[src/common/sam_pkg.sv]
// Purpose: shared constants for the sdram address multiplexer
// Assumes: 32-bit data bus mapping, pins 19 down to 5
// Notes:   address bit numbers are processor byte address positions
package sam_pkg;

  // ****************************************************************
  // widths and configuration codes
  // ****************************************************************
  localparam int unsigned PIN_HI   = 19;
  localparam int unsigned PIN_LO   = 5;
  localparam int unsigned ADDR_W   = 32;
  localparam logic [3:0]  ROW_W_13 = 4'hd;
  localparam logic [3:0]  COL_W_11 = 4'hb;
  localparam logic [3:0]  COL_W_12 = 4'hc;

  // ****************************************************************
  // pin positions
  // ****************************************************************
  localparam int unsigned PIN_BANK_LOW  = 19;  // bank_select_low
  localparam int unsigned PIN_BANK_HIGH = 18;  // bank_select_high
  localparam int unsigned PIN_17        = 17;
  localparam int unsigned PIN_16        = 16;
  localparam int unsigned PIN_PRE       = 15;  // auto_precharge_line
  localparam int unsigned PIN_14        = 14;
  localparam int unsigned PIN_13        = 13;
  localparam int unsigned COL_PIN_TOP   = 12;  // common column pins 12..5
  localparam int unsigned ROW_PIN_TOP   = 15;  // common row pins 15..5
  localparam int unsigned COL_ADDR_LOW  = 2;   // column pin 5 <- addr 2
  localparam int unsigned ROW_ADDR_LOW  = 10;  // row pin 5 <- addr 10

  // ****************************************************************
  // 13 row / 11 column variant: address sources per pin
  // ****************************************************************
  localparam int unsigned V11_C19 = 26;
  localparam int unsigned V11_C18 = 27;
  localparam int unsigned V11_C17 = 22;
  localparam int unsigned V11_C16 = 25;
  localparam int unsigned V11_C14 = 24;
  localparam int unsigned V11_C13 = 23;
  localparam int unsigned V11_R17 = 22;
  localparam int unsigned V11_R16 = 21;

  // ****************************************************************
  // 13 row / 12 column variant: address sources per pin
  // ****************************************************************
  localparam int unsigned V12_C19 = 29;
  localparam int unsigned V12_C18 = 28;
  localparam int unsigned V12_C17 = 26;
  localparam int unsigned V12_C16 = 25;
  localparam int unsigned V12_C14 = 24;
  localparam int unsigned V12_C13 = 23;
  localparam int unsigned V12_R17 = 22;
  localparam int unsigned V12_R16 = 21;

  // ****************************************************************
  // reset values and types
  // ****************************************************************
  localparam logic [14:0] MADDR_RST = 15'h0000;

  typedef enum logic [1:0] {
    SAM_VAR_NONE,
    SAM_VAR_R13C11,
    SAM_VAR_R13C12
  } sam_variant_type;

  typedef enum logic {
    SAM_IDLE,
    SAM_ACTIVE
  } sam_state_type;

endpackage : sam_pkg

[src/rtl/sam_top.sv]
// Purpose: sdram multiplexed address driver for a 32-bit data bus
// Assumes: request, strobes and configuration come from same-clock logic
// Notes:   one access at a time; phase words are registered on strobe
//
// How it works
// - With two banks the single bank select rides on pin 19 in both phases.
// - With four banks pin 19 carries the low and pin 18 the high bank bit.
// - In the column phase pin 15 shows the auto-precharge choice.
// - Column pins 12..5 carry address 9..2, row pins 15..5 address 20..10.
// - The 13 row by 11 column layout places address 26,27,22,25,24,23.
// - The 13 row by 12 column layout places address 29,28,26,25,24,23.
`timescale 1ns/1ps
module sam_top (
  input  wire logic        CLK_IN,
  input  wire logic        RESET_N_IN,
  input  wire logic        CE_IN,
  input  wire logic        REQ_IN,
  input  wire logic [31:0] ADDR_IN,
  input  wire logic        AUTO_PRE_IN,
  input  wire logic [3:0]  ROW_WIDTH_IN,
  input  wire logic [3:0]  COL_WIDTH_IN,
  input  wire logic        BUS_64_IN,
  input  wire logic        ROW_STB_IN,
  input  wire logic        COL_STB_IN,
  input  wire logic        END_IN,
  output logic      [19:5] MADDR_OUT,
  output logic             ROW_PHASE_OUT,
  output logic             COL_PHASE_OUT,
  output logic             BUSY_OUT,
  output logic             MAP_OK_OUT
);

  // ****************************************************************
  // held access state
  // ****************************************************************
  sam_pkg::sam_state_type   state_reg;
  sam_pkg::sam_state_type   state_next;
  sam_pkg::sam_variant_type variant_reg;
  sam_pkg::sam_variant_type variant_next;
  logic [31:0]              addr_reg;
  logic                     pre_reg;
  logic [19:5]              row_word;
  logic [19:5]              col_word;
  logic                     take_req;

  assign take_req = CE_IN && REQ_IN && (state_reg == sam_pkg::SAM_IDLE);

  // layout select from channel setup
  always_comb begin
    variant_next = sam_pkg::SAM_VAR_NONE;
    if (!BUS_64_IN && ROW_WIDTH_IN == sam_pkg::ROW_W_13) begin
      if (COL_WIDTH_IN == sam_pkg::COL_W_11) begin
        variant_next = sam_pkg::SAM_VAR_R13C11;
      end else if (COL_WIDTH_IN == sam_pkg::COL_W_12) begin
        variant_next = sam_pkg::SAM_VAR_R13C12;
      end
    end
  end

  // access state machine
  always_comb begin
    state_next = state_reg;
    case (state_reg)
      sam_pkg::SAM_IDLE: begin
        if (REQ_IN) begin
          state_next = sam_pkg::SAM_ACTIVE;
        end
      end
      sam_pkg::SAM_ACTIVE: begin
        if (END_IN) begin
          state_next = sam_pkg::SAM_IDLE;
        end
      end
      default: begin
        state_next = sam_pkg::SAM_IDLE;
      end
    endcase
  end

  // state register
  always_ff @(posedge CLK_IN or negedge RESET_N_IN) begin
    if (!RESET_N_IN) begin
      state_reg <= sam_pkg::SAM_IDLE;
    end else if (CE_IN) begin
      state_reg <= state_next;
    end
  end

  // capture address and layout once per access
  always_ff @(posedge CLK_IN or negedge RESET_N_IN) begin
    if (!RESET_N_IN) begin
      addr_reg    <= 32'h0000_0000;
      pre_reg     <= 1'b0;
      variant_reg <= sam_pkg::SAM_VAR_NONE;
    end else if (take_req) begin
      addr_reg    <= ADDR_IN;
      pre_reg     <= AUTO_PRE_IN;
      variant_reg <= variant_next;
    end
  end

  // ****************************************************************
  // mapping and pin register
  // ****************************************************************
  sam_map u_map (
    .addr_in    (addr_reg),
    .variant_in (variant_reg),
    .pre_in     (pre_reg),
    .row_out    (row_word),
    .col_out    (col_word)
  );

  // load phase word on strobe; column strobe wins if both
  always_ff @(posedge CLK_IN or negedge RESET_N_IN) begin
    if (!RESET_N_IN) begin
      MADDR_OUT     <= sam_pkg::MADDR_RST;
      ROW_PHASE_OUT <= 1'b0;
      COL_PHASE_OUT <= 1'b0;
    end else if (CE_IN && state_reg == sam_pkg::SAM_ACTIVE) begin
      if (COL_STB_IN) begin
        MADDR_OUT     <= col_word;
        ROW_PHASE_OUT <= 1'b0;
        COL_PHASE_OUT <= 1'b1;
      end else if (ROW_STB_IN) begin
        MADDR_OUT     <= row_word;
        ROW_PHASE_OUT <= 1'b1;
        COL_PHASE_OUT <= 1'b0;
      end
    end
  end

  // status outputs
  always_ff @(posedge CLK_IN or negedge RESET_N_IN) begin
    if (!RESET_N_IN) begin
      BUSY_OUT   <= 1'b0;
      MAP_OK_OUT <= 1'b0;
    end else if (CE_IN) begin
      BUSY_OUT <= (state_next == sam_pkg::SAM_ACTIVE);
      if (take_req) begin
        MAP_OK_OUT <= (variant_next != sam_pkg::SAM_VAR_NONE);
      end
    end
  end

  // ****************************************************************
  // assertions
  // ****************************************************************
  logic col_ld;
  logic row_ld;
  assign col_ld = CE_IN && state_reg == sam_pkg::SAM_ACTIVE && COL_STB_IN;
  assign row_ld = CE_IN && state_reg == sam_pkg::SAM_ACTIVE
                  && ROW_STB_IN && !COL_STB_IN;

  property p_bank_low;
    @(posedge CLK_IN) disable iff (!RESET_N_IN)
    (row_ld || col_ld) && variant_reg == sam_pkg::SAM_VAR_R13C11
    |=> MADDR_OUT[19] == $past(addr_reg[26]);
  endproperty
  a_bank_low: assert property (p_bank_low)
    else $error("bank select low pin wrong");

  property p_bank_pair;
    @(posedge CLK_IN) disable iff (!RESET_N_IN)
    (row_ld || col_ld) && variant_reg == sam_pkg::SAM_VAR_R13C12
    |=> MADDR_OUT[19:18] == {$past(addr_reg[29]), $past(addr_reg[28])};
  endproperty
  a_bank_pair: assert property (p_bank_pair)
    else $error("bank select pair wrong");

  property p_precharge;
    @(posedge CLK_IN) disable iff (!RESET_N_IN)
    col_ld |=> COL_PHASE_OUT && MADDR_OUT[15] == $past(pre_reg);
  endproperty
  a_precharge: assert property (p_precharge)
    else $error("precharge level wrong");

  property p_common;
    @(posedge CLK_IN) disable iff (!RESET_N_IN)
    (col_ld |=> MADDR_OUT[12:5] == $past(addr_reg[9:2]))
    and (row_ld |=> ROW_PHASE_OUT
         && MADDR_OUT[15:5] == $past(addr_reg[20:10]));
  endproperty
  a_common: assert property (p_common)
    else $error("common address bits wrong");

  property p_c11;
    @(posedge CLK_IN) disable iff (!RESET_N_IN)
    col_ld && variant_reg == sam_pkg::SAM_VAR_R13C11
    |=> {MADDR_OUT[18:16], MADDR_OUT[14:13]} == {$past(addr_reg[27]),
        $past(addr_reg[22]), $past(addr_reg[25:23])};
  endproperty
  a_c11: assert property (p_c11)
    else $error("13x11 column layout wrong");

  property p_c12;
    @(posedge CLK_IN) disable iff (!RESET_N_IN)
    row_ld && variant_reg == sam_pkg::SAM_VAR_R13C12
    |=> MADDR_OUT[17:16] == $past(addr_reg[22:21]);
  endproperty
  a_c12: assert property (p_c12)
    else $error("13x12 row layout wrong");

  property p_hold;
    @(posedge CLK_IN) disable iff (!RESET_N_IN)
    state_reg == sam_pkg::SAM_ACTIVE ##1 state_reg == sam_pkg::SAM_ACTIVE
    |-> $stable(variant_reg) && $stable(addr_reg);
  endproperty
  a_hold: assert property (p_hold)
    else $error("access setup changed mid access");

  // upper row pins of the 13x11 layout
  property p_c11_row;
    @(posedge CLK_IN) disable iff (!RESET_N_IN)
    row_ld && variant_reg == sam_pkg::SAM_VAR_R13C11
    |=> MADDR_OUT[18:16] == {$past(addr_reg[27]), $past(addr_reg[22:21])};
  endproperty
  a_c11_row: assert property (p_c11_row)
    else $error("13x11 row layout wrong");

  // upper column pins of the 13x12 layout
  property p_c12_col;
    @(posedge CLK_IN) disable iff (!RESET_N_IN)
    col_ld && variant_reg == sam_pkg::SAM_VAR_R13C12
    |=> {MADDR_OUT[17:16], MADDR_OUT[14:13]} == $past(addr_reg[26:23]);
  endproperty
  a_c12_col: assert property (p_c12_col)
    else $error("13x12 column layout wrong");

  // an unsupported setup drives no layout bits and flags it
  property p_no_layout;
    @(posedge CLK_IN) disable iff (!RESET_N_IN)
    (row_ld || col_ld) && variant_reg == sam_pkg::SAM_VAR_NONE
    |=> MADDR_OUT[19:16] == 4'h0 && !MAP_OK_OUT;
  endproperty
  a_no_layout: assert property (p_no_layout)
    else $error("unknown layout drove upper pins");

endmodule : sam_top

[src/rtl/sam_map.sv]
// Purpose: builds row and column pin words from a held address
// Assumes: inputs are stable registers of the same clock
// Notes:   pure combinational mapping, registered by the parent
`timescale 1ns/1ps
module sam_map (
  input  wire logic [31:0]              addr_in,
  input  wire sam_pkg::sam_variant_type variant_in,
  input  wire logic                     pre_in,
  output logic      [19:5]              row_out,
  output logic      [19:5]              col_out
);

  // ****************************************************************
  // common bits, one generate loop per phase
  // ****************************************************************
  // common bits live apart so each output word has a single driver
  logic [12:5] col_base;
  logic [15:5] row_base;

  genvar i;
  generate
    for (i = sam_pkg::PIN_LO; i <= sam_pkg::COL_PIN_TOP; i++) begin : g_col
      assign col_base[i] = addr_in[i - sam_pkg::PIN_LO
                                   + sam_pkg::COL_ADDR_LOW];
    end
    for (i = sam_pkg::PIN_LO; i <= sam_pkg::ROW_PIN_TOP; i++) begin : g_row
      assign row_base[i] = addr_in[i - sam_pkg::PIN_LO
                                   + sam_pkg::ROW_ADDR_LOW];
    end
  endgenerate

  // ****************************************************************
  // variant bits: bank selects and upper pins
  // ****************************************************************
  always_comb begin
    col_out                   = 15'h0000;
    row_out                   = 15'h0000;
    col_out[12:5]             = col_base;
    row_out[15:5]             = row_base;
    col_out[sam_pkg::PIN_PRE] = pre_in;  // precharge level, column only
    case (variant_in)
      sam_pkg::SAM_VAR_R13C11: begin
        col_out[sam_pkg::PIN_BANK_LOW]  = addr_in[sam_pkg::V11_C19];
        col_out[sam_pkg::PIN_BANK_HIGH] = addr_in[sam_pkg::V11_C18];
        col_out[sam_pkg::PIN_17]        = addr_in[sam_pkg::V11_C17];
        col_out[sam_pkg::PIN_16]        = addr_in[sam_pkg::V11_C16];
        col_out[sam_pkg::PIN_14]        = addr_in[sam_pkg::V11_C14];
        col_out[sam_pkg::PIN_13]        = addr_in[sam_pkg::V11_C13];
        row_out[sam_pkg::PIN_BANK_LOW]  = addr_in[sam_pkg::V11_C19];
        row_out[sam_pkg::PIN_BANK_HIGH] = addr_in[sam_pkg::V11_C18];
        row_out[sam_pkg::PIN_17]        = addr_in[sam_pkg::V11_R17];
        row_out[sam_pkg::PIN_16]        = addr_in[sam_pkg::V11_R16];
      end
      sam_pkg::SAM_VAR_R13C12: begin
        col_out[sam_pkg::PIN_BANK_LOW]  = addr_in[sam_pkg::V12_C19];
        col_out[sam_pkg::PIN_BANK_HIGH] = addr_in[sam_pkg::V12_C18];
        col_out[sam_pkg::PIN_17]        = addr_in[sam_pkg::V12_C17];
        col_out[sam_pkg::PIN_16]        = addr_in[sam_pkg::V12_C16];
        col_out[sam_pkg::PIN_14]        = addr_in[sam_pkg::V12_C14];
        col_out[sam_pkg::PIN_13]        = addr_in[sam_pkg::V12_C13];
        row_out[sam_pkg::PIN_BANK_LOW]  = addr_in[sam_pkg::V12_C19];
        row_out[sam_pkg::PIN_BANK_HIGH] = addr_in[sam_pkg::V12_C18];
        row_out[sam_pkg::PIN_17]        = addr_in[sam_pkg::V12_R17];
        row_out[sam_pkg::PIN_16]        = addr_in[sam_pkg::V12_R16];
      end
      default: begin
        col_out[19:16] = 4'h0;
      end
    endcase
  end

endmodule : sam_map

[config.mk]
export PLATFORM = sky130hd
export DESIGN_NAME = sam_top
export DESIGN_NICKNAME = d
export VERILOG_FILES = /design/src/common/sam_pkg.sv /design/src/rtl/sam_top.sv /design/src/rtl/sam_map.sv
export SDC_FILE = /design/constraint.sdc
export NUM_CORES = 1
export LEC_CHECK = 0
export ABC_AREA = 0
export BUFFER_PORTS_ARGS = -buffer_cell sky130_fd_sc_hd__buf_2
export CAP_MARGIN = 20
export CORE_ASPECT_RATIO = 0.9
export CORE_MARGIN = 5
export CORE_UTILIZATION = 50
export DETAILED_ROUTE_END_ITERATION = 6
export PLACE_DENSITY = 0.76
export SLEW_MARGIN = 5
export SYNTH_ARGS = -nofsm -noshare
export SYNTH_HDL_FRONTEND = slang
export SYNTH_SLANG_ARGS = --single-unit
[constraint.sdc]
create_clock -name CLK_IN -period 1.9 [get_ports CLK_IN]
set_input_delay 0.19 -clock CLK_IN [delete_from_list [all_inputs] [get_ports CLK_IN]]
set_output_delay 0.19 -clock CLK_IN [all_outputs]
set_load 0.05 [all_outputs]
Word-level counts from Yosys, hierarchy flattened
Index checks and enable logic that the tools add are counted.
{"block": "word_totals", "ff_bits": 52, "in_bits": 49, "output_inout_bits": 19, "wordCells": 39}
{"block": "classes", "eq_ne": 5, "mux": 15, "n_bitwise": 1, "reduce_logical": 10}
{"op": "15-bit 2-to-1 mux", "count": 2}
{"op": "4-bit one-hot mux with 2 select lines", "count": 2}
{"op": "4-bit == test, second input constant", "count": 3}
{"op": "2-bit 2-to-1 mux", "count": 4}
{"op": "1-bit 2-to-1 mux", "count": 6}
{"op": "1-bit logical AND", "count": 4}
{"op": "2-bit AND reduction", "count": 2}
{"op": "2-bit nonzero test", "count": 2}
{"op": "2-bit by 1-bit == test with 1-bit output, second input constant", "count": 1}
{"op": "2-bit == test, second input constant", "count": 1}
{"op": "1-bit one-hot mux with 2 select lines", "count": 1}
{"op": "2-bit OR reduction", "count": 1}
{"op": "1-bit logical NOT", "count": 1}
{"op": "1-bit NOT", "count": 1}

Longest topological paths before layout
Gate-level depths: netlist (run 1).
{"block": "depth", "word_depth": 5, "depth_mapped": 5}

Cells and area by module
Synthesis (run 1) repeated with hierarchy kept, for this count alone.
{"block": "hier_totals", "hier_cells": 203, "hier_area_um2": 2488.6}
{"mod": "sam_top", "instances": 1, "cells_per_inst": 165, "area_per_inst_um2": 2213.4, "seq_area_each_um2": 1351.3}
{"mod": "sam_map", "instances": 1, "cells_per_inst": 38, "area_per_inst_um2": 275.3, "seq_area_each_um2": 0.0}

Worst setup path after synthesis (run 1)
Ideal clock, no wire load.
{"block": "synth_timing", "path_type": "reg2reg", "start": "reg BUSY_OUT (netlist name)", "end": "reg addr_reg[10]", "setup_time_ps": 125, "arrival_time_ps": 1478, "required_time_ps": 1775, "slack_ps": 297, "stages_incl_launch_ff": 5, "period_less_slack_ps": 1603, "path_cell_list": "dfrtp_1 nand3b_1 buf_6 buf_6 mux2_2"}
{"item": "end signal, assigned", "line_no": "sam_top.sv:92", "rtl": "addr_reg <= 32'h0000_0000;"}
{"item": "end signal, assigned", "line_no": "sam_top.sv:96", "rtl": "addr_reg <= ADDR_IN;"}
{"item": "end, declared", "line_no": "sam_top.sv:40", "rtl": "logic [31:0] addr_reg;"}

==> results of run 1 <==
[cell usage in the layout (no fill, tap or decap), drive strengths merged]
cell and count:
buf 67, dfrtp 50, mux2 30, nand2 13
a22oi 12, a21oi 12, nor2b 10, o21ai 9
clkbuf 6, o31ai 5, nor2 4, inv 3
nand3b 2, and3 2, nand2b 2, nand4 2
a221o 2, ha 2, bufinv 2, o41ai 2
and4b 1, o211ai 1, mux2i 1, o21bai 1
and3b 1, dlygate4sd3 1
[cells in the mapped netlist (2+ instances only)]
| cell type | count | share of area, % |
|---|---|---|
| a21oi_1 | 12 | 2.7 |
| dfrtp_1 | 50 | 57 |
| mux2_2 | 29 | 15 |
| clkbuf_1 | 3 | 0.51 |
| buf_2 | 2 | 0.46 |
| ha_1 | 2 | 1.1 |
| nand2_1 | 13 | 2.2 |
| o31ai_1 | 5 | 1.7 |
| o21ai_0 | 9 | 2.1 |
| a22oi_1 | 12 | 4.1 |
| nand2b_1 | 2 | 0.57 |
| a221o_1 | 2 | 0.91 |
| nor2b_1 | 10 | 2.8 |
| buf_6 | 4 | 2.1 |
| inv_1 | 3 | 0.51 |
| nand3b_1 | 2 | 0.68 |
| nor2_1 | 4 | 0.68 |
| nand4_1 | 2 | 0.57 |
| and3_1 | 2 | 0.57 |
[cell families after synthesis]
family | count (synthesis)
AO/OA/AOI/OAI | 44
flip-flops | 50
AND/OR/NAND/NOR | 37
multiplexers | 31
buffers and inverters | 12
adder cells (fa/ha/maj) | 2
[metrics by stage]
stage / instance area, um^2 / power, mW / utilization, % / hold slack (ns)
final: 2715 / 3.729 / 65.32 / 0.1024
after global routing: 2715 / 3.919 / 65.32 / 0.09660
after CTS: 2715 / 3.760 / 65.32 / 0.09486
after detailed placement: 2562 / 2.856 / 61.65 / 0.2054
after global placement: 2562 / 2.806 / 61.65 / 0.2151
after floorplan: 2196 / 2.506 / - / -0.1056
[repair_timing]
action	4_1_cts	5_1_grt
hold buffers	1	0
endpoints found under the hold margin	23	0
endpoints found under the setup margin	0	0
[power by group through the flow]
| stage | logic (mW) | clock network (mW) | registers, mW |
|---|---|---|---|
| after floorplan | 0.456 | 0 | 2.05 |
| after global placement | 1.22 | 0 | 1.59 |
| after detailed placement | 1.25 | 0 | 1.61 |
| after CTS | 1.25 | 0.924 | 1.58 |
| after global routing | 1.33 | 0.964 | 1.63 |
| final | 1.24 | 0.906 | 1.59 |
[area by class of cell]
class	instances	area [um^2]
Clock buffer	6	82.58
Clock inverter	2	60.06
Fill cell	328	1441
Inverter	3	11.26
Multi-Input combinational cell	114	867.1
Sequential cell	50	1251
Tap cell	60	75.07
Timing Repair Buffer	68	367.9
[path summary, 6_finish.rpt]
path	slack [ns]	start	depth (start not counted)	to
min in group asynchronous	0.39	RESET_N_IN	2	addr_reg[23]$_DFFE_PN0P_
worst min-delay path	0.10	COL_WIDTH_IN[2]	2	variant_reg[0]$_DFFE_PN0P_
max in group asynchronous	0.97	RESET_N_IN	3	MADDR_OUT[10]$_DFFE_PN0P_
worst max register to register	0.39	BUSY_OUT$_DFFE_PN0P_	3	addr_reg[22]$_DFFE_PN0P_
worst min register to register	0.49	MADDR_OUT[19]$_DFFE_PN0P_	2	MADDR_OUT[19]$_DFFE_PN0P_
worst max-delay path	0.39	BUSY_OUT$_DFFE_PN0P_	3	addr_reg[22]$_DFFE_PN0P_
[metal layers]
metal,vias to the layer above,global-route usage [%]
met2,49,27.25
li1,769,-
met4,0,5.629
met1,804,22.79
met3,5,5.432
met5,-,0
==> results.txt, run 1 <==
Root Driver -> clkbuf_8
synthesis-to-layout area growth -> 23.65%
max reg flops -> 28
largest net degree at the start of global routing -> 28
Vias -> 1627
LEAKAGE -> 1.266 nW
Int Pwr -> 2.390 mW
Clk pin slew, worst setup/hold paths -> 0.09 ns
Cell Rows -> 22
min-delay worst type -> in -> reg
WP data arrival -> 1.70 ns
VDD IR max -> 608.8 uV
Pwr per Cell Area -> 1374 nW/um^2
asr flop ratio synth -> 100.0%
CTS tree -> yes
Final min period -> 1.510 ns
post-synthesis mux area share -> 16.01%
final worst-path cycle share -> 79.47%
crit path max fanout -> 25
routability cong. -> 0.7582
Non-Filler Instances -> 303
grt total ovfl -> 0
drt first pass iters -> 4
RSZ-0062 raised after global routing -> false
Sw Ratio -> 35.91%
initial antenna violation count -> 0
Required @ worst endpoint -> 2.09 ns
Adder-Cell Fraction of Synth Area -> 1.140%
placed cells -> 294
clock buffer count from CTS -> 5
post-CTS sizing -> 0
DRC viols -> 0
max incr delay on CP -> 0.50 ns
WL final -> 4.674 mm
core area -> 4156 um^2
maxcap violations -> 0
clock sink count -> 50
pre-CTS setup slack -> 0.4147 ns
Top FF cell, synth -> dfrtp_1
Final WS setup -> 0.3900 ns
Die Width -> 79.86 um
IO Count -> 68
number of synthesized flops with an enable pin -> 0
first-pass GRT wire length -> 7.748 mm
outcome -> finished clean
WL met2 -> 2.246 mm
startpoint types -> flop
XOR/XNOR Fraction of Synth Area -> 0%
Compound-Gate Fraction of Synth Area -> 13.33%
nets@finish -> 293
Mean Syn Cell Area -> 12.48 um^2
CP max-delay cell -> dfrtp_1
Synth Instances -> 176
CP Capture Type -> flop
NetSw -> 1.339 mW
Seq pwr share -> 42.5%
number of distinct library cells after synthesis -> 27
clk_lat worst skew -> 0.30 ns
Synth Area in Simple Gates -> 9.003%
largest family of logic cells by synthesized area -> multiplexers
CP Cell Sequence -> nand3b_1, buf_4, mux2_2
Synth Cell Area -> 2196 um^2
Antenna Cells -> 0
clock skew -> 0.006836 ns
CTS max path bufs -> 2
wire per inst -> 15.43 um
WL met1 -> 2.113 mm
Peak Freq -> 662.3 MHz
register area share after synthesis -> 56.98%
I/O Buffers -> 63
Sum Neg Setup Slack -> 0 ns
antenna-violating nets left -> 0
top sig layer -> met4
Comb power frac -> 33.2%
CP Class -> reg -> reg
post-detail-place hpwl -> 3.414 mm
Vias/cell -> 5.370
layout cells sized above 1 -> 43.62%
Mapped Nets -> 227
Setup Viol. Count Final -> 0
Post-CTS Setup Bufs -> 0
CP top delay family -> flip-flops
Worst-Margin Slew -> 0.6409 ns
DR iter-0 viols -> 73
critical path buffer and inverter count -> 1
die height -> 72.87 um
die area -> 5819 um^2
htree depth -> 2
vias in the first global route -> 1632
synthesis-stage register bit count -> 50
max-slew violation count -> 0
routed length on met3 -> 263 um
Final Hold Viols -> 0
clock network fraction of total power -> 24.3%
Ys Warns -> 0
Slew HR -> 57.09%
GRT Util Overall -> 17.27%
initial core utilization -> 52.83%
No activity file was read; power rests on OpenSTA's default activity.
==> run 2: changes to the inputs <==
--- a/config.mk
+++ b/config.mk
@@ -10,9 +10,9 @@
 export CAP_MARGIN = 20
 export CORE_ASPECT_RATIO = 0.9
 export CORE_MARGIN = 5
-export CORE_UTILIZATION = 50
+export CORE_UTILIZATION = 45
 export DETAILED_ROUTE_END_ITERATION = 6
-export PLACE_DENSITY = 0.76
+export PLACE_DENSITY = 0.72
 export SLEW_MARGIN = 5
 export SYNTH_ARGS = -nofsm -noshare
 export SYNTH_HDL_FRONTEND = slang
==> constraint.sdc (replaced) <==
create_clock -name CLK_IN -period 1.2 [get_ports CLK_IN]
set_input_delay 0.12 -clock CLK_IN [delete_from_list [all_inputs] [get_ports CLK_IN]]
set_output_delay 0.12 -clock CLK_IN [all_outputs]
set_load 0.05 [all_outputs]
==> results.txt, run 2 (synthesis results as in run 1) <==
outcome -> finished, violations left (was finished clean)
failing checks -> setup timing
Seq pwr share -> 43.9% (was 42.5%)
Antenna Cells -> 0 (unchanged)
Vias -> 1701 (was 1627)
Worst-Margin Slew -> 0.2942 ns (was 0.6409 ns)
initial core utilization -> 45.99% (was 52.83%)
Cell Rows -> 24 (was 22)
Non-Filler Instances -> 326 (was 303)
Root Driver -> clkbuf_8 (unchanged)
largest net degree at the start of global routing -> 41 (was 28)
Comb power frac -> 38.4% (was 33.2%)
startpoint types -> flop (unchanged)
Peak Freq -> 755.4 MHz (was 662.3 MHz)
max reg flops -> 28 (unchanged)
WL met2 -> 2.685 mm (was 2.246 mm)
CP Capture Type -> flop (unchanged)
Final Util -> 63.31% (was 65.32%)
WL met1 -> 2.259 mm (was 2.113 mm)
clock sink count -> 50 (unchanged)
CP Class -> reg -> reg (unchanged)
crit path max fanout -> 4 (was 25)
grt total ovfl -> 0 (unchanged)
LEAKAGE -> 1.419 nW (was 1.266 nW)
DR iter-0 viols -> 57 (was 73)
RSZ-0062 raised after global routing -> true (was false)
VDD IR max -> 1096 uV (was 608.8 uV)
clock buffer count from CTS -> 5 (unchanged)
Int Pwr -> 3.560 mW (was 2.390 mW)
Slew HR -> 80.33% (was 57.09%)
final hold slack -> 0.04435 ns (was 0.1024 ns)
Final Hold Viols -> 0 (unchanged)
CTS tree -> yes (unchanged)
worst r2r src -> BUSY_OUT$_DFFE_PN0P_ (unchanged)
NetSw -> 2.227 mW (was 1.339 mW)
hold path cells -> 2 (unchanged)
CP endpoint -> MADDR_OUT[14]$_DFFE_PN0P_ (was addr_reg[22]$_DFFE_PN0P_)
Pwr per Cell Area -> 1914 nW/um^2 (was 1374 nW/um^2)
I/O Buffers -> 63 (unchanged)
capturing point of the worst reg2reg path -> MADDR_OUT[14]$_DFFE_PN0P_ (was addr_reg[22]$_DFFE_PN0P_)
GRT Util Overall -> 15.94% (was 17.27%)
clock network fraction of total power -> 17.6% (was 24.3%)
Final WS setup -> -0.1238 ns (was 0.3900 ns)
pre-CTS setup slack -> -0.1093 ns (was 0.4147 ns)
Required @ worst endpoint -> 1.39 ns (was 2.09 ns)
vias in the first global route -> 1691 (was 1632)
placed cells -> 307 (was 294)
Power, Total -> 5.787 mW (was 3.729 mW)
first-pass GRT wire length -> 8.169 mm (was 7.748 mm)
fill count -> 377 (was 328)
layout cells sized above 1 -> 55.56% (was 43.62%)
WL final -> 5.286 mm (was 4.674 mm)
synthesis-to-layout area growth -> 37.66% (was 23.65%)
post-detail-place hpwl -> 3.366 mm (was 3.414 mm)
final worst-path cycle share -> 110.3% (was 79.47%)
maxcap violations -> 0 (unchanged)
nets@finish -> 311 (was 293)
clock skew -> 0.009746 ns (was 0.006836 ns)
Sw Ratio -> 38.49% (was 35.91%)
htree depth -> 2 (unchanged)
IO Count -> 68 (unchanged)
wire per inst -> 16.21 um (was 15.43 um)
max-slew violation count -> 0 (unchanged)
commonest non-fill, non-tap cells in the layout -> 62 x buf_2, 49 x dfrtp_1, 27 x mux2_2, 15 x buf_4, 12 x a21oi_1 (was 63 x buf_2, 50 x dfrtp_1, 29 x mux2_2, 13 x nand2_1)
die height -> 76.27 um (was 72.87 um)
Worst R2R Path Depth -> 4 (was 3)
Die Width -> 83.64 um (was 79.86 um)
drt first pass iters -> 4 (unchanged)
die area -> 6379 um^2 (was 5819 um^2)
clk_lat worst skew -> 0.30 ns (about the same)
most common cell after layout, fill and taps aside -> buf_2 (unchanged)
Setup Viol. Count Final -> 42 (was 0)
Crit. Startpoint -> BUSY_OUT$_DFFE_PN0P_ (unchanged)
min-delay worst type -> in -> reg (unchanged)
Clk pin slew, worst setup/hold paths -> 0.09 ns (about the same)
top sig layer -> met4 (unchanged)
routability cong. -> 0.7884 (was 0.7582)
initial antenna violation count -> 0 (unchanged)
core area -> 4775 um^2 (was 4156 um^2)
WP data arrival -> 1.51 ns (was 1.70 ns)
routed length on met3 -> 270 um (was 263 um)
Final min period -> 1.324 ns (was 1.510 ns)
DRC viols -> 0 (unchanged)
r2r setup slk -> -0.12 ns (was 0.39 ns)
antenna-violating nets left -> 0 (unchanged)
Vias/cell -> 5.218 (was 5.370)
CTS max path bufs -> 2 (unchanged)
==> run 2: how the worst min path moves through the flow <==
| stage | startpoint | slack, ns | to |
|---|---|---|---|
| after CTS | ADDR_IN[18] | 0.03 | addr_reg[18]$_DFFE_PN0P_ |
| after global routing | ADDR_IN[5] | 0.03 | addr_reg[5]$_DFFE_PN0P_ |
| after floorplan | RESET_N_IN | -0.18 | BUSY_OUT$_DFFE_PN0P_ |
| after detailed placement | RESET_N_IN | 0.006 | MAP_OK_OUT$_DFFE_PN0P_ |
| final | ADDR_IN[20] | 0.04 | addr_reg[20]$_DFFE_PN0P_ |
| after global placement | RESET_N_IN | 0.003 | MAP_OK_OUT$_DFFE_PN0P_ |
==> run 2: power by group through the flow <==
stage | Combinational, mW | Sequential, mW | Clock, mW
finish | 2.22 | 2.54 | 1.02
global route | 2.39 | 2.61 | 1.13
CTS | 2.15 | 2.50 | 1.07
detailed placement | 2.03 | 2.54 | 0
global placement | 1.98 | 2.52 | 0
floorplan | 0.743 | 3.25 | 0
==> run 2: layout make-up <==
cell class	instances	area [um^2]	share of cell area [%]
inverters	3	11.26	0.3725
well taps	65	81.33	2.690
multi-input cells	114	991.0	32.78
repair buffers	86	586.8	19.41
clock inverters	2	17.52	0.5795
flip-flops and latches	50	1252	41.43
clock buffers	6	82.58	2.732
==> run 2: per-stage QoR <==
stage          cell area, um^2  setup TNS, ns
5_1_grt                   3023         -5.860
2_1_floorplan             2215         -6.778
3_3_place_gp              2650         -2.264
3_5_place_dp              2650         -3.105
4_1_cts                   2875         -2.375
6_report                  3023         -3.690
==> run 2: repair_timing <==
item | CTS | global route
setup buffers | 6 | 2
gates resized for setup | 16 | 25
pin swaps | 1 | 2
endpoints found under the hold margin | 50 | 0
endpoints found under the setup margin | 42 | 48
hold buffers | 1 | 0
gates cloned | 2 | 1
==> run 2: worst max-delay path, cell delays in order, from the launching register on <==
cell and delay (ns):
dfrtp_2 0.42, buf_4 0.15, and3_1 0.19, nor2b_1 0.15, a221o_1 0.30
==> run 2: layer usage <==
metal | vias up | global-route usage [%]
met2 | 59 | 25.83
met1 | 823 | 21.27
met4 | 0 | 5.949
met5 | - | 0
li1 | 810 | -
met3 | 9 | 3.027
